$ cat config.mk
export PLATFORM = sky130hd
export DESIGN_NAME = data_pin_function_mux
export DESIGN_NICKNAME = d
export VERILOG_FILES = /design/src/pkg/pin_mux_pkg.sv /design/src/verilog/data_pin_function_mux.sv /design/src/verilog/pin_group_cell.sv
export SDC_FILE = /design/constraint.sdc
export NUM_CORES = 1
export LEC_CHECK = 0
export BUFFER_PORTS_ARGS = -buffer_cell sky130_fd_sc_hd__buf_2
export CAP_MARGIN = 25
export CORE_AREA = 2 2 154 156
export CTS_BUF_LIST = sky130_fd_sc_hd__clkbuf_4 sky130_fd_sc_hd__clkbuf_8
export CTS_CLUSTER_DIAMETER = 100
export DETAILED_ROUTE_END_ITERATION = 8
export DIE_AREA = 0 0 156 158
export HOLD_SLACK_MARGIN = 0.02
export PLACE_DENSITY_LB_ADDON = 0.12
export SLEW_MARGIN = 5
export SYNTH_ARGS = -nofsm -noshare
export SYNTH_HDL_FRONTEND = slang
export SYNTH_SLANG_ARGS = --single-unit
export TNS_END_PERCENT = 20
$ cat constraint.sdc
create_clock -name clk -period 1.67 [get_ports clk]
set_clock_uncertainty 0.05 [all_clocks]
set_input_delay 0.2505 -clock clk [delete_from_list [all_inputs] [get_ports clk]]
set_output_delay 0.2505 -clock clk [all_outputs]
set_load 0.005 [all_outputs]
$ cat src/pkg/pin_mux_pkg.sv
// constants, types and the per-group decode shared by the data pin function multiplexer
package pin_mux_pkg;

  // pin mode codes held in the system control register
  localparam logic [2:0] MODE_ALL_EXT = 3'h0;   // every pin is external data
  localparam logic [2:0] MODE_HI_FLAG = 3'h1;   // upper half flag/pwm lanes on the wide variant, all external data on the narrow one
  localparam logic [2:0] MODE_MID_FLAG = 3'h2;  // pins 15-8 become flags
  localparam logic [2:0] MODE_ALL_FLAG = 3'h3;  // all lower pins become flags
  localparam logic [2:0] MODE_ACQ_EXT = 3'h4;   // acquisition port plus external data
  localparam logic [2:0] MODE_ACQ_FLAG = 3'h5;  // acquisition port plus flags
  localparam logic [2:0] MODE_RESERVED = 3'h6;  // must not be selected
  localparam logic [2:0] MODE_ALL_HIZ = 3'h7;   // every pin three-stated

  // register bus layout
  localparam int ADDR_W = 8;                                // byte address width
  localparam logic [ADDR_W-1:0] OFS_SYS_CTRL = 8'h00;       // system_control_register
  localparam logic [ADDR_W-1:0] OFS_GROUP_SEL = 8'h04;      // flag or pwm per four-lane group
  localparam logic [ADDR_W-1:0] OFS_STATUS = 8'h08;         // mode readback and flags
  localparam logic [ADDR_W-1:0] OFS_PIN_LEVEL = 8'h0C;      // sampled pin levels
  localparam int MODE_LSB = 0;                              // mode field position
  localparam int STAT_RSVD_BIT = 3;                         // reserved mode selected
  localparam int STAT_WIDE_BIT = 4;                         // wide variant built
  localparam logic [2:0] MODE_RST = 3'h0;                   // mode after reset
  localparam logic [3:0] GROUP_SEL_RST = 4'h0;              // all upper groups are flags
  localparam logic [1:0] RESP_OKAY = 2'h0;                  // good response
  localparam logic [1:0] RESP_SLVERR = 2'h2;                // unmapped address

  // pin grouping
  localparam int GRP_LEN = 4;    // pins per group
  localparam int GRP_MID = 2;    // first group of pins 15-8
  localparam int GRP_UPPER = 4;  // first group of pins 31-16
  localparam int ACQ_LSB = 8;    // lowest pin of the acquisition port

  // function of one group of pins
  typedef enum logic [2:0] {
    FN_HIZ = 3'h0,
    FN_EXT = 3'h1,
    FN_HIFLAG = 3'h2,
    FN_LOFLAG = 3'h3,
    FN_ACQ = 3'h4
  } fn_t;

  // decode mode, group index and variant into the group's function
  function automatic fn_t groupFunc(input logic [2:0] mode, input int grp, input logic wide);
    fn_t fn;
    fn = FN_HIZ;
    case (mode)
      MODE_ALL_EXT: fn = FN_EXT;                                                     // RL3 RL10
      MODE_HI_FLAG: fn = (wide && grp >= GRP_UPPER) ? FN_HIFLAG : FN_EXT;            // RL3 RL10
      MODE_MID_FLAG: fn = (grp >= GRP_UPPER) ? FN_HIFLAG : (grp >= GRP_MID) ? FN_LOFLAG : FN_EXT; // RL3 RL10
      MODE_ALL_FLAG: fn = (grp >= GRP_UPPER) ? FN_HIFLAG : FN_LOFLAG;                // RL3 RL10
      MODE_ACQ_EXT: fn = (grp >= GRP_MID) ? FN_ACQ : FN_EXT;                         // RL4 RL10
      MODE_ACQ_FLAG: fn = (grp >= GRP_MID) ? FN_ACQ : FN_LOFLAG;                     // RL5 RL10
      default: fn = FN_HIZ;                                                          // RL6
    endcase
    return fn;
  endfunction

endpackage

$ cat src/verilog/data_pin_function_mux.sv
// data pin function multiplexer with its AXI4-Lite register slave
// Function
// RL1: wide variant routes 32 pins by mode field
// RL2: acquisition pins input only; others bidirectional
// RL3: wide modes 000 to 011 pin assignment
// RL4: mode 100: acquisition upper, external data low
// RL5: mode 101: acquisition upper, flags on 7-0
// RL6: 110 reserved; 111 three-states every pin
// RL7: flag or pwm chosen per four lanes
// RL8: group select independent of pin mode
// RL9: narrow variant muxes 16 pins same field
// RL10: narrow variant mode table for 16 pins
// RL11: external data drives on writes; mode next edge
`timescale 1ns/10ps
module data_pin_function_mux #(
  parameter int PIN_W = 32  // 32 for the wide variant, 16 for the narrow one
) (
  input wire logic clk,
  input wire logic nrst,
  input wire logic [pin_mux_pkg::ADDR_W-1:0] s_axi_awaddr,
  input wire logic s_axi_awvalid,
  output logic s_axi_awready,
  input wire logic [31:0] s_axi_wdata,
  input wire logic [3:0] s_axi_wstrb,
  input wire logic s_axi_wvalid,
  output logic s_axi_wready,
  output logic [1:0] s_axi_bresp,
  output logic s_axi_bvalid,
  input wire logic s_axi_bready,
  input wire logic [pin_mux_pkg::ADDR_W-1:0] s_axi_araddr,
  input wire logic s_axi_arvalid,
  output logic s_axi_arready,
  output logic [31:0] s_axi_rdata,
  output logic [1:0] s_axi_rresp,
  output logic s_axi_rvalid,
  input wire logic s_axi_rready,
  input wire logic [PIN_W-1:0] pinIn,
  output logic [PIN_W-1:0] pinOut,
  output logic [PIN_W-1:0] pinOe,
  input wire logic [PIN_W-1:0] extWrData,
  input wire logic extWrActive,
  output logic [PIN_W-1:0] extRdData,
  input wire logic [15:0] loFlagOut,
  input wire logic [15:0] loFlagOe,
  output logic [15:0] loFlagIn,
  input wire logic [15:0] hiFlagOut,
  input wire logic [15:0] hiFlagOe,
  input wire logic [15:0] pwmOut,
  output logic [15:0] hiFlagIn,
  output logic [PIN_W-9:0] acqData
);

  localparam int GROUPS = PIN_W / pin_mux_pkg::GRP_LEN;  // four-pin groups
  localparam logic WIDE = (PIN_W == 32);                   // wide variant flag

  // configuration state
  logic [2:0] mode_reg;        // pin mode field of the system control register
  logic [2:0] mode_next;
  logic [3:0] groupSel_reg;    // one bit per upper group: 1 pwm, 0 flag
  logic [3:0] groupSel_next;
  logic [PIN_W-1:0] pinLevel_reg;  // sampled pins for software

  // write channel state
  logic awHave_reg;            // write address held
  logic awHave_next;
  logic wHave_reg;             // write data held
  logic wHave_next;
  logic [pin_mux_pkg::ADDR_W-1:0] awAddr_reg;
  logic [31:0] wData_reg;
  logic [3:0] wStrb_reg;
  logic awReady_next;
  logic wReady_next;
  logic bValid_next;

  // read channel state
  logic arReady_next;
  logic rValid_next;

  // handshakes and decode
  logic awTake;     // write address accepted this edge
  logic wTake;      // write data accepted this edge
  logic arTake;     // read address accepted this edge
  logic doWrite;    // both halves present, response slot free
  logic wrCtrl;     // write hits the system control register
  logic wrGroup;    // write hits the group select register
  logic wrHit;      // write hits a writable register
  logic rdHit;      // read hits a mapped register
  logic [31:0] rdWord;      // selected read data
  logic [31:0] statusWord;  // status register image
  logic reservedSel;        // software chose the reserved code

  assign awTake = s_axi_awvalid && s_axi_awready;
  assign wTake = s_axi_wvalid && s_axi_wready;
  assign arTake = s_axi_arvalid && s_axi_arready;
  assign doWrite = awHave_reg && wHave_reg && !s_axi_bvalid;
  assign wrCtrl = (awAddr_reg == pin_mux_pkg::OFS_SYS_CTRL);
  assign wrGroup = (awAddr_reg == pin_mux_pkg::OFS_GROUP_SEL);
  assign wrHit = wrCtrl || wrGroup;

  // address and data are held independently, released by the write itself
  assign awHave_next = (awHave_reg || awTake) && !doWrite;
  assign wHave_next = (wHave_reg || wTake) && !doWrite;
  assign awReady_next = !awHave_next;
  assign wReady_next = !wHave_next;
  assign bValid_next = doWrite || (s_axi_bvalid && !s_axi_bready);

  // a new mode is stored on the write edge and reaches the pins one edge later
  assign mode_next = (doWrite && wrCtrl && wStrb_reg[0]) ? wData_reg[pin_mux_pkg::MODE_LSB +: 3] : mode_reg; // RL11
  assign groupSel_next = (doWrite && wrGroup && wStrb_reg[0]) ? wData_reg[3:0] : groupSel_reg;          // RL8

  // read decode; unmapped offsets answer zero with an error
  assign reservedSel = (mode_reg == pin_mux_pkg::MODE_RESERVED);
  assign statusWord = {27'h0, WIDE, reservedSel, mode_reg};
  assign rdHit = (s_axi_araddr == pin_mux_pkg::OFS_SYS_CTRL) || (s_axi_araddr == pin_mux_pkg::OFS_GROUP_SEL) ||
                 (s_axi_araddr == pin_mux_pkg::OFS_STATUS) || (s_axi_araddr == pin_mux_pkg::OFS_PIN_LEVEL);
  assign rdWord = (s_axi_araddr == pin_mux_pkg::OFS_SYS_CTRL) ? {29'h0, mode_reg} :
                  (s_axi_araddr == pin_mux_pkg::OFS_GROUP_SEL) ? {28'h0, groupSel_reg} :
                  (s_axi_araddr == pin_mux_pkg::OFS_STATUS) ? statusWord :
                  (s_axi_araddr == pin_mux_pkg::OFS_PIN_LEVEL) ? 32'(pinLevel_reg) : 32'h0;
  assign rValid_next = arTake || (s_axi_rvalid && !s_axi_rready);
  assign arReady_next = !rValid_next;

  // write channel registers
  always_ff @(posedge clk) begin
    if (!nrst) begin
      awHave_reg <= 1'b0;
      wHave_reg <= 1'b0;
      s_axi_awready <= 1'b0;
      s_axi_wready <= 1'b0;
      s_axi_bvalid <= 1'b0;
    end else begin
      awHave_reg <= awHave_next;
      wHave_reg <= wHave_next;
      s_axi_awready <= awReady_next;
      s_axi_wready <= wReady_next;
      s_axi_bvalid <= bValid_next;
    end
  end

  // write payload capture and response code
  always_ff @(posedge clk) begin
    if (!nrst) begin
      awAddr_reg <= 8'h00;
      wData_reg <= 32'h0;
      wStrb_reg <= 4'h0;
      s_axi_bresp <= pin_mux_pkg::RESP_OKAY;
    end else begin
      if (awTake) awAddr_reg <= s_axi_awaddr;
      if (wTake) wData_reg <= s_axi_wdata;
      if (wTake) wStrb_reg <= s_axi_wstrb;
      if (doWrite) s_axi_bresp <= wrHit ? pin_mux_pkg::RESP_OKAY : pin_mux_pkg::RESP_SLVERR;
    end
  end

  // read channel registers; data held while the master stalls
  always_ff @(posedge clk) begin
    if (!nrst) begin
      s_axi_arready <= 1'b0;
      s_axi_rvalid <= 1'b0;
      s_axi_rdata <= 32'h0;
      s_axi_rresp <= pin_mux_pkg::RESP_OKAY;
    end else begin
      s_axi_arready <= arReady_next;
      s_axi_rvalid <= rValid_next;
      if (arTake) s_axi_rdata <= rdWord;
      if (arTake) s_axi_rresp <= rdHit ? pin_mux_pkg::RESP_OKAY : pin_mux_pkg::RESP_SLVERR;
    end
  end

  // configuration registers
  always_ff @(posedge clk) begin
    if (!nrst) begin
      mode_reg <= pin_mux_pkg::MODE_RST;
      groupSel_reg <= pin_mux_pkg::GROUP_SEL_RST;
    end else begin
      mode_reg <= mode_next;
      groupSel_reg <= groupSel_next;
    end
  end

  // per-pin function masks, used to steer captured inputs
  logic [PIN_W-1:0] extMask;   // pins carrying external data
  logic [PIN_W-1:0] acqMask;   // pins carrying the acquisition port
  logic [15:0] loFlagIn_next;  // lower flag lanes seen on the pins
  logic [15:0] hiFlagIn_next;  // upper flag lanes seen on the pins
  logic [PIN_W-1:0] extRdData_next;
  logic [PIN_W-9:0] acqData_next;

  // one decoder and one driver cell per four-pin group
  for (genvar g = 0; g < GROUPS; g++) begin : gen_group
    pin_mux_pkg::fn_t fn;   // this group's function
    logic [3:0] loO;        // lower flag level for this group
    logic [3:0] loE;        // lower flag enable
    logic [3:0] hiO;        // upper flag level
    logic [3:0] hiE;        // upper flag enable
    logic [3:0] pwm;        // pwm level
    logic pwmSel;           // group drives pwm instead of flags

    assign fn = pin_mux_pkg::groupFunc(mode_reg, g, WIDE);  // RL1 RL9
    assign extMask[4*g +: 4] = {4{fn == pin_mux_pkg::FN_EXT}};
    assign acqMask[4*g +: 4] = {4{fn == pin_mux_pkg::FN_ACQ}};

    if (g < pin_mux_pkg::GRP_UPPER) begin : gen_low
      // lower pins: flag lane index equals pin index
      assign loO = loFlagOut[4*g +: 4];
      assign loE = loFlagOe[4*g +: 4];
      assign hiO = 4'h0;
      assign hiE = 4'h0;
      assign pwm = 4'h0;
      assign pwmSel = 1'b0;
      assign loFlagIn_next[4*g +: 4] = pinIn[4*g +: 4] & {4{fn == pin_mux_pkg::FN_LOFLAG}};
    end else begin : gen_high
      // upper pins 31-16 carry flag/pwm lanes 15-0
      assign loO = 4'h0;
      assign loE = 4'h0;
      assign hiO = hiFlagOut[4*(g-4) +: 4];
      assign hiE = hiFlagOe[4*(g-4) +: 4];
      assign pwm = pwmOut[4*(g-4) +: 4];
      assign pwmSel = groupSel_reg[g-4];  // RL7 RL8
      assign hiFlagIn_next[4*(g-4) +: 4] = pinIn[4*g +: 4] & {4{fn == pin_mux_pkg::FN_HIFLAG}};
    end

    pin_group_cell u_cell (
      .clk(clk),
      .nrst(nrst),
      .fnSel(fn),
      .pwmSel(pwmSel),
      .extData(extWrData[4*g +: 4]),
      .extWrActive(extWrActive),
      .hiOut(hiO),
      .hiOe(hiE),
      .pwmIn(pwm),
      .loOut(loO),
      .loOe(loE),
      .pinOut(pinOut[4*g +: 4]),
      .pinOe(pinOe[4*g +: 4])
    );
  end

  // the narrow variant has no upper flag lanes
  if (PIN_W < 32) begin : gen_no_high
    assign hiFlagIn_next = 16'h0;
  end

  // inputs: only pins owned by a function reach that function, others read zero
  assign extRdData_next = pinIn & extMask;
  assign acqData_next = pinIn[PIN_W-1:pin_mux_pkg::ACQ_LSB] & acqMask[PIN_W-1:pin_mux_pkg::ACQ_LSB]; // RL2

  // input capture registers
  always_ff @(posedge clk) begin
    if (!nrst) begin
      extRdData <= '0;
      loFlagIn <= 16'h0;
      hiFlagIn <= 16'h0;
      acqData <= '0;
      pinLevel_reg <= '0;
    end else begin
      extRdData <= extRdData_next;
      loFlagIn <= loFlagIn_next;
      hiFlagIn <= hiFlagIn_next;
      acqData <= acqData_next;
      pinLevel_reg <= pinIn;
    end
  end

  // three-state code releases every pin one edge later
  AST_HIZ_ALL: assert property (@(posedge clk) disable iff (!nrst) // RL6
    (mode_reg == pin_mux_pkg::MODE_ALL_HIZ || mode_reg == pin_mux_pkg::MODE_RESERVED) |=> (pinOe == '0))
    else $error("pins driven in three-state mode");

  // acquisition pins never drive
  AST_ACQ_INPUT_ONLY: assert property (@(posedge clk) disable iff (!nrst) // RL2 RL4 RL5 RL9
    (mode_reg == pin_mux_pkg::MODE_ACQ_EXT || mode_reg == pin_mux_pkg::MODE_ACQ_FLAG)
    |=> (pinOe[PIN_W-1:pin_mux_pkg::ACQ_LSB] == '0))
    else $error("acquisition pin driven");

  // external data pins are released outside write cycles
  AST_EXT_IDLE_RELEASE: assert property (@(posedge clk) disable iff (!nrst) // RL11
    (mode_reg == pin_mux_pkg::MODE_ALL_EXT && !extWrActive) |=> (pinOe == '0))
    else $error("external data pins driven without a write");

  // full external data mode drives every pin with write data
  AST_EXT_WRITE_DRIVE: assert property (@(posedge clk) disable iff (!nrst) // RL3 RL10
    (mode_reg == pin_mux_pkg::MODE_ALL_EXT && extWrActive) |=> (pinOe == '1 && pinOut == $past(extWrData)))
    else $error("external write not driven on all pins");

  // mode 100 keeps external data on pins 7-0
  AST_ACQ_EXT_LOW: assert property (@(posedge clk) disable iff (!nrst) // RL4 RL10
    (mode_reg == pin_mux_pkg::MODE_ACQ_EXT && extWrActive)
    |=> (pinOe[7:0] == 8'hFF && pinOut[7:0] == $past(extWrData[7:0])))
    else $error("external data missing on low pins in mode 100");

  // mode 101 puts lower flag lanes 7-0 on pins 7-0
  AST_ACQ_FLAG_LOW: assert property (@(posedge clk) disable iff (!nrst) // RL5 RL10
    (mode_reg == pin_mux_pkg::MODE_ACQ_FLAG)
    |=> (pinOe[7:0] == $past(loFlagOe[7:0]) && pinOut[7:0] == $past(loFlagOut[7:0])))
    else $error("flag lanes missing on low pins in mode 101");

  // a written mode is in force two edges after the write
  AST_MODE_UPDATE: assert property (@(posedge clk) disable iff (!nrst) // RL11
    (doWrite && wrCtrl && wStrb_reg[0])
    |=> (mode_reg == $past(wData_reg[2:0])) ##1 (mode_reg != pin_mux_pkg::MODE_ALL_HIZ || pinOe == '0))
    else $error("mode write not taken");

  // every write gets its response one edge later, held until taken
  AST_WRITE_RESP: assert property (@(posedge clk) disable iff (!nrst)
    doWrite |=> s_axi_bvalid ##0 (s_axi_bresp == ($past(wrHit) ? pin_mux_pkg::RESP_OKAY : pin_mux_pkg::RESP_SLVERR)))
    else $error("write response wrong or late");

  // read data stay put while the master stalls
  AST_READ_HOLD: assert property (@(posedge clk) disable iff (!nrst)
    (s_axi_rvalid && !s_axi_rready) |=> (s_axi_rvalid && $stable(s_axi_rdata) && !s_axi_arready))
    else $error("read data changed under stall");

  // mode 010 puts lower flag lanes 15-8 on pins 15-8
  AST_MID_FLAG: assert property (@(posedge clk) disable iff (!nrst) // RL3 RL10
    (mode_reg == pin_mux_pkg::MODE_MID_FLAG)
    |=> (pinOe[15:8] == $past(loFlagOe[15:8]) && pinOut[15:8] == $past(loFlagOut[15:8])))
    else $error("flag lanes missing on pins 15-8 in mode 010");

  // mode 011 puts all lower flag lanes on pins 15-0
  AST_ALL_FLAG: assert property (@(posedge clk) disable iff (!nrst) // RL3 RL10
    (mode_reg == pin_mux_pkg::MODE_ALL_FLAG)
    |=> (pinOe[15:0] == $past(loFlagOe) && pinOut[15:0] == $past(loFlagOut)))
    else $error("flag lanes missing on pins 15-0 in mode 011");

  // lower flag inputs follow the pins in mode 011
  AST_FLAG_READ: assert property (@(posedge clk) disable iff (!nrst) // RL2 RL3
    (mode_reg == pin_mux_pkg::MODE_ALL_FLAG) |=> (loFlagIn == $past(pinIn[15:0])))
    else $error("flag inputs not captured in mode 011");

  // external read data follow every pin in mode 000
  AST_EXT_READ: assert property (@(posedge clk) disable iff (!nrst) // RL1 RL9
    (mode_reg == pin_mux_pkg::MODE_ALL_EXT) |=> (extRdData == $past(pinIn)))
    else $error("external read data not captured");

  // acquisition inputs follow the upper pins in modes 100 and 101
  AST_ACQ_CAPTURE: assert property (@(posedge clk) disable iff (!nrst) // RL4 RL5
    (mode_reg == pin_mux_pkg::MODE_ACQ_EXT || mode_reg == pin_mux_pkg::MODE_ACQ_FLAG)
    |=> (acqData == $past(pinIn[PIN_W-1:pin_mux_pkg::ACQ_LSB])))
    else $error("acquisition data not captured");

  if (PIN_W == 32) begin : gen_wide_checks
    // mode 001 puts upper lanes on pins 31-16, pwm by group select
    AST_UPPER_PWM: assert property (@(posedge clk) disable iff (!nrst) // RL3 RL7 RL8
      (mode_reg == pin_mux_pkg::MODE_HI_FLAG && groupSel_reg[0])
      |=> (pinOe[19:16] == 4'hF && pinOut[19:16] == $past(pwmOut[3:0])))
      else $error("upper pwm group not driven");
  end else begin : gen_narrow_checks
    // narrow mode 001 is full external data
    AST_NARROW_MODE1: assert property (@(posedge clk) disable iff (!nrst) // RL10
      (mode_reg == pin_mux_pkg::MODE_HI_FLAG && extWrActive) |=> (pinOe == '1))
      else $error("narrow mode 001 not external data");
  end

endmodule // data_pin_function_mux

$ cat src/verilog/pin_group_cell.sv
// registered output driver for one group of four shared data pins
`timescale 1ns/10ps
module pin_group_cell (
  input wire logic clk,
  input wire logic nrst,
  input wire pin_mux_pkg::fn_t fnSel,
  input wire logic pwmSel,
  input wire logic [3:0] extData,
  input wire logic extWrActive,
  input wire logic [3:0] hiOut,
  input wire logic [3:0] hiOe,
  input wire logic [3:0] pwmIn,
  input wire logic [3:0] loOut,
  input wire logic [3:0] loOe,
  output logic [3:0] pinOut,
  output logic [3:0] pinOe
);

  // selected level for each function; pwm replaces the whole group, never one pin
  logic [3:0] hiLevel;   // flag or pwm level on an upper group
  logic [3:0] hiEnable;  // flag enable, or always on for pwm
  logic [3:0] pinOut_next;  // next pin level
  logic [3:0] pinOe_next;   // next pin enable

  assign hiLevel = pwmSel ? pwmIn : hiOut;  // RL7 RL8
  assign hiEnable = pwmSel ? 4'hF : hiOe;   // RL7 RL8

  // external data drives only during a write cycle; acquisition pins never drive
  assign pinOut_next = (fnSel == pin_mux_pkg::FN_EXT) ? extData :
                       (fnSel == pin_mux_pkg::FN_HIFLAG) ? hiLevel :
                       (fnSel == pin_mux_pkg::FN_LOFLAG) ? loOut : 4'h0;
  assign pinOe_next = (fnSel == pin_mux_pkg::FN_EXT) ? {4{extWrActive}} :             // RL11 RL2
                      (fnSel == pin_mux_pkg::FN_HIFLAG) ? hiEnable :                  // RL2
                      (fnSel == pin_mux_pkg::FN_LOFLAG) ? loOe : 4'h0;                // RL2 RL6

  // pin registers, released to high impedance at reset
  always_ff @(posedge clk) begin
    if (!nrst) begin
      pinOut <= 4'h0;
      pinOe <= 4'h0;
    end else begin
      pinOut <= pinOut_next;
      pinOe <= pinOe_next;
    end
  end

  // a pwm group drives all four pins at once
  AST_PWM_GROUP: assert property (@(posedge clk) disable iff (!nrst) // RL7
    (fnSel == pin_mux_pkg::FN_HIFLAG && pwmSel) |=> (pinOe == 4'hF && pinOut == $past(pwmIn)))
    else $error("pwm group did not drive all four pins");

endmodule // pin_group_cell
==> flow_summary.json, run 1 <==
{
  "power_density_nw_per_um2": 1051,
  "ys_ff_latch": 245,
  "synth_compound_area_share_pct": 11.56,
  "cp_top_family": "simple AND/OR/NAND/NOR gates",
  "timing.fmax_mhz": 661.3,
  "nNetsFinal": 1523,
  "crit_buf_inv": 1,
  "rows": 56,
  "n_antenna_cell": 0,
  "dieArea_um2": 24650,
  "synth_top_area_share_pct": 61.89,
  "startpoint": "mode_reg[0]",
  "layout_commonest_cell": "buf_2",
  "synth_top_family_by_area": "simple AND/OR/NAND/NOR gates",
  "cts_sinks": 245,
  "slowest_delay_ps": 480,
  "synthToLayoutAreaGrowth_pct": 56.00,
  "portBuffers": 363,
  "clk_pin_slew_ps": 60,
  "vdd.ir_drop.worst_mv": 0.6795,
  "synth_area_um2": 7925,
  "crit_chain": "nor2_1 > or2_2 > buf_4 > nor2_1",
  "grtUsageTotal_pct": 19.27,
  "cts_tree": "yes",
  "cpMaxStageDelayCell": "dfxtp_1",
  "critical_path_required_ps": 2080,
  "layout-drive-gt1-share_pct": 35.10,
  "maxCapViolations": 0,
  "grt_overflow": 0,
  "cpMostUsedCell": "nor2_1",
  "htreeDepth": 2,
  "die_h_um": 158,
  "synthCells": 800,
  "initial_core_util_pct": 34.38,
  "detail-route-antenna-nets": 0,
  "crit_path_end_kind": "register",
  "synthAdderAreaFrac_pct": 0,
  "r2r_start": "mode_reg[0]",
  "grt_pass1_wl_um": 37400,
  "grt_pass1_vias": 7227,
  "fin_crit_ps": 1512,
  "synth_mux_area_share_pct": 3.552,
  "yosys_warnings": 0,
  "drv_slew": 0,
  "path_class": "reg -> reg",
  "synth-simple-area-share_pct": 17.41,
  "cp-start-kind": "register",
  "yosysSeqAreaShare_pct": 61.89,
  "fin_crit_sh_pct": 90.55,
  "finalSetupViolCount": 0,
  "fp.coreArea_um2": 23050,
  "via_per_inst": 4.465,
  "hold_viol_final": 0,
  "postSynthAreaPerCell_um2": 9.906,
  "critPathMaxFanout": 17,
  "die_x_um": 156,
  "outcome": "completed",
  "fin_util_pct": 53.63,
  "drt_iter0_markers": 236,
  "crit_arrival_ps": 1930,
  "layout_common_cells": "362 x buf_2, 244 x dfxtp_1, 137 x dlygate4sd3_1",
  "dpl.hpwl_um": 16610,
  "hp-start": "pwmOut[10]",
  "ios": 397,
  "fin_hold_ws_ps": 52.13,
  "finalWirelength_um": 24910,
  "grt_max_degree": 61,
  "drc": 0,
  "synthXorXnorAreaFrac_pct": 0,
  "vias": 7287,
  "routedWlPerCell_um": 15.27,
  "worstHoldPathType": "in -> reg",
  "power.leakage_nw": 5.944,
  "clk_latency_ps": 530,
  "routabilityCongestion": 0.7888,
  "antenna_found_initial": 1,
  "synthFlopType": "dfxtp_1",
  "synth_largest_area_cell": "dfxtp_1",
  "rsz0062_at_grt": "no",
  "cts-root-buf": "clkbuf_8",
  "drt_pre_antenna_iters": 4,
  "synthTopCellsByArea": "dfxtp_1 62%, nor2_1 4.5%, nand2_1 4.2%, a21boi_0 3.6%, mux2i_1 3.4%",
  "postSynth.asyncResetShare_pct": 0,
  "cts_buffer_depth": 3,
  "ys_types": 38,
  "synth-edff-count": 0,
  "cts_made_buffers": 41
}
[synth_stat cells (all sizes together) (26+ instances only)]
| cell type | instances |
|---|---|
| dfxtp | 245 |
| o21ai | 47 |
| a22oi | 35 |
| nand3 | 26 |
| a21boi | 39 |
| nor2b | 38 |
| and2 | 26 |
| nor2 | 94 |
| mux2i | 27 |
| nand2 | 89 |
| clkbuf | 44 |
| inv | 34 |
[area by class of cell]
type | instances | area (um2)
clock buffer | 55 | 706.9
clock inverter | 11 | 192.7
fill | 2107 | 10690
inverter | 34 | 127.6
multi-input combinational | 466 | 2594
sequential | 245 | 4906
tap | 290 | 362.8
timing repair buffer | 531 | 3473
[path summary, 6_finish.rpt]
path / to / cells after the start / slack, ps
hold / removal: gen_group[6].u_cell.pinOut[2] / 4 / 50
setup reg to reg: hiFlagIn[10] / 4 / 160
hold reg to reg: groupSel_reg[3] / 2 / 410
setup / recovery: hiFlagIn[10] / 4 / 160
[per-layer routing]
layer,GRT usage (%),wire [um]
met5,0,16
met4,8.606,857
met3,5.639,1777
met2,33.44,12060
met1,22.05,10200
[worst register-to-register path: stages, from the launching register on]
cell	delay [ps]
dfxtp_1	480
nor2_1	100
or2_2	430
buf_4	270
nor2_1	140
[stage by stage]
stage	setup TNS, ps	setup slack [ps]	total power, mW	std cells	area (um2)
2_1_floorplan	0	8.909	6.557	801	7929
3_3_place_gp	-1302	-58.74	6.997	1429	10080
3_5_place_dp	-2099	-90.75	7.001	1429	10080
4_1_cts	0	3.563	13.15	1632	12360
5_1_grt	0	34.68	13.53	1632	12360
6_report	0	157.8	13.00	1632	12360
[repair_timing]
action	CTS	global route
gates cloned	0	0
setup buffers	0	0
endpoints found under the setup margin	7	61
endpoints found under the hold margin	204	0
gates resized for setup	1	2
hold buffers	137	0
[cell families after synthesis]
group / count (synthesis)
multiplexers: 28
other: 1
AND/OR/NAND/NOR: 295
buffers and inverters: 90
flip-flops: 245
AO/OA/AOI/OAI: 141
[power by group]
part           leakage, nW  internal, mW  total (mW)  switching [mW]
combinational         3.46         0.592        1.03           0.435
clock                0.468          3.52        5.87            2.35
sequential            2.01          6.04        6.10          0.0599
(Power assumes the default switching activity.)
==> inputs of run 2 (changes only) <==
--- a/config.mk
+++ b/config.mk
@@ -7,15 +7,16 @@
 export LEC_CHECK = 0
 export BUFFER_PORTS_ARGS = -buffer_cell sky130_fd_sc_hd__buf_2
 export CAP_MARGIN = 25
-export CORE_AREA = 2 2 154 156
+export CORE_ASPECT_RATIO = 0.9
+export CORE_UTILIZATION = 25
 export CTS_BUF_LIST = sky130_fd_sc_hd__clkbuf_4 sky130_fd_sc_hd__clkbuf_8
 export CTS_CLUSTER_DIAMETER = 100
 export DETAILED_ROUTE_END_ITERATION = 8
-export DIE_AREA = 0 0 156 158
 export HOLD_SLACK_MARGIN = 0.02
 export PLACE_DENSITY_LB_ADDON = 0.12
 export SLEW_MARGIN = 5
 export SYNTH_ARGS = -nofsm -noshare
 export SYNTH_HDL_FRONTEND = slang
+export SYNTH_HIERARCHICAL = 1
 export SYNTH_SLANG_ARGS = --single-unit
 export TNS_END_PERCENT = 20
==> run 2 against run 1 <==
Effect of this change: utilization fell by 13 points; total power grew 1.8%; combinational power is 9.7% higher; die area grew 51%; non-clock buffer count grew 8.
==> flow_summary.json, run 2 <==
{
  "portBuffers": 363,
  "startpoint": "mode_reg[1]",
  "layout_commonest_cell": "buf_2",
  "synth_top_area_share_pct": 53.98,
  "power.leakage_nw": 6.685,
  "endpoint": "gen_group[6].u_cell/pinOut[3]",
  "grtUsageTotal_pct": 15.92,
  "drc": 0,
  "critical_path_cell_count": 6,
  "synth_largest_area_cell": "dfxtp_1",
  "finalSetupViolCount": 0,
  "n_antenna_cell": 0,
  "slowest_delay_ps": 430,
  "synth_area_um2": 9086,
  "r2r_start": "mode_reg[1]",
  "clk_latency_ps": 570,
  "met1_usage_pct": 19.91,
  "ios": 397,
  "detail-route-antenna-nets": 0,
  "routedWlPerCell_um": 14.87,
  "use_met3_pct": 3.607,
  "critical_path_required_ps": 2130,
  "rr_worst_depth": 6,
  "synthToLayoutAreaGrowth_pct": 57.17,
  "crit_chain": "nand2b_4 > inv_1 > buf_12 > or3b_4 > o22ai_1 > o311a_1",
  "grt_overflow": 0,
  "power_density_nw_per_um2": 927.0,
  "grt_pass1_vias": 8289,
  "rsz0062_at_grt": "yes",
  "initial_core_util_pct": 25.62,
  "synthCells": 943,
  "outcome": "completed",
  "fp.coreArea_um2": 35460,
  "finalPower_mw": 13.24,
  "maxCapViolations": 0,
  "ys_ff_latch": 245,
  "critPathMaxFanout": 12,
  "fin_util_pct": 40.28,
  "vias": 8556,
  "ys_types": 39,
  "fin_crit_sh_pct": 96.91,
  "antenna_found_initial": 0,
  "fin_ws_ps": 51.57,
  "nNetsFinal": 1752,
  "cp_top_family": "simple AND/OR/NAND/NOR gates",
  "path_class": "reg -> reg",
  "postSynth.asyncResetShare_pct": 0,
  "die_x_um": 203.0,
  "drt_iter0_markers": 318,
  "crit_buf_inv": 2,
  "use_met2_pct": 26.26,
  "fin_cells": 2049,
  "fin_crit_ps": 1618,
  "dp_slack_ps": -126.5,
  "cts_sinks": 245,
  "grt_pass1_wl_um": 46220,
  "drv_slew": 0,
  "postSynthAreaPerCell_um2": 9.635,
  "num-fill-cells": 3662,
  "cts_made_buffers": 44,
  "crit_arrival_ps": 2080,
  "layout_common_cells": "362 x buf_2, 242 x dfxtp_1, 127 x dlygate4sd3_1",
  "grt_max_degree": 55,
  "clk_pin_slew_ps": 60,
  "die_h_um": 182.9,
  "rows": 65,
  "cts_tree": "yes",
  "synthTopCellsByArea": "dfxtp_1 54%, nor2b_1 6.4%, mux2i_1 3.9%, nor2_1 3.8%, nor3_1 3.6%",
  "yosys_warnings": 6,
  "regToRegSetupSlack_ps": 50,
  "cts_buffer_depth": 3,
  "routabilityCongestion": 0.7887,
  "timing.fmax_mhz": 617.9,
  "synthFlopType": "dfxtp_1",
  "yosysSeqAreaShare_pct": 53.98,
  "vdd.ir_drop.worst_mv": 0.4250,
  "cp-start-kind": "register",
  "cts-root-buf": "clkbuf_8",
  "synthTopCellsByCount": "245 x dfxtp_1, 93 x nor2b_1, 91 x nor2_1",
  "synth-edff-count": 0,
  "finalWirelength_um": 30460,
  "via_per_inst": 4.176,
  "grt-busiest-layer": "met2",
  "placedCellCount": 1840,
  "reg2reg_to": "gen_group[6].u_cell/pinOut[3]",
  "crit_path_end_kind": "register",
  "tns_ps": 0,
  "cpMaxStageDelayCell": "or3b_4",
  "post-synth-top-count-cell": "dfxtp_1",
  "worstHoldPathType": "in -> reg",
  "dpl.hpwl_um": 21580,
  "layout-drive-gt1-share_pct": 34.18,
  "drt_pre_antenna_iters": 4,
  "dieArea_um2": 37110,
  "hold_viol_final": 0,
  "htreeDepth": 2
}
run 2: cell types whose count changed in the layout (fill, tap and decap cells not counted), sizes merged, moves of 30 or more:
cell | previous run | this run
conb | 2 | 92
o311a | 0 | 32
nand2 | 89 | 59
o21ai | 47 | 17
o22ai | 0 | 32
nor3 | 2 | 66
nor2b | 38 | 93
o21a | 4 | 35
run 2: through the flow:
step                cell area [um2]  hold WS, ps
floorplan                      9588        329.7
global placement              11920        402.1
detailed placement            11920        406.5
CTS                           14170        20.46
global route                  14280        59.29
finish                        14280        50.43
run 2: power breakdown:
part,total [mW],switching (mW),internal [mW]
Combinational,1.13,0.503,0.624
Sequential,6.10,0.0665,6.04
Clock,6.01,2.55,3.46
Total,13.2,3.12,10.1
run 2: worst reg2reg max path: stages (launching register included):
cell and delay [ps]:
dfxtp_4 370, nand2b_4 140, inv_1 70, buf_12 140
or3b_4 440, o22ai_1 190, o311a_1 180
run 2: worst min-delay path by stage:
stage	start	depth (start not counted)	to
CTS	loFlagOut[3]	4	gen_group[0].u_cell/pinOut[3]
finish	hiFlagOe[4]	4	gen_group[5].u_cell/pinOe[0]
floorplan	pinIn[0]	2	pinLevel_reg[0]
global placement	awAddr_reg[1]	2	awAddr_reg[1]
detailed placement	s_axi_rdata[3]	2	s_axi_rdata[3]
global route	s_axi_arvalid	3	s_axi_rdata[0]
run 2: layout make-up:
class / count / area [um2] / share of cell area (%)
timing repair inverter: 1 / 16.27 / 0.1139
clock buffer: 70 / 869.6 / 6.089
multi-input combinational: 676 / 4114 / 28.81
sequential: 245 / 4913 / 34.41
clock inverter: 8 / 73.82 / 0.5169
timing repair buffer: 539 / 3537 / 24.77
inverter: 41 / 170.2 / 1.192
tap: 469 / 586.8 / 4.109
run 2: logic make-up after synthesis:
logic type,after synthesis,synth area share (%)
and+or+nand+nor,384,22.27
DFF,245,53.98
AOI/OAI and AO/OA,163,13.38
buffers and inverters,113,6.238
muxes,36,3.980
adders and majority gates,1,0.1102
other,1,0.04127
run 2: timing repair:
action,in CTS,in global routing
buffers inserted,1,2
gates resized for setup,7,23
gates cloned,1,0
pin swaps,3,9
setup endpoints to repair,63,60
hold buffers,127,0
endpoints found under the hold margin,193,0
run 2: routing by layer:
metal | wire length [um] | share of wire, % | vias to the layer above
li1 | - | - | 4336
met1 | 13470 | 44 | 3905
met2 | 14170 | 47 | 243
met3 | 1764 | 5.8 | 72
met4 | 1056 | 3.5 | 0
met5 | 0 | 0 | -
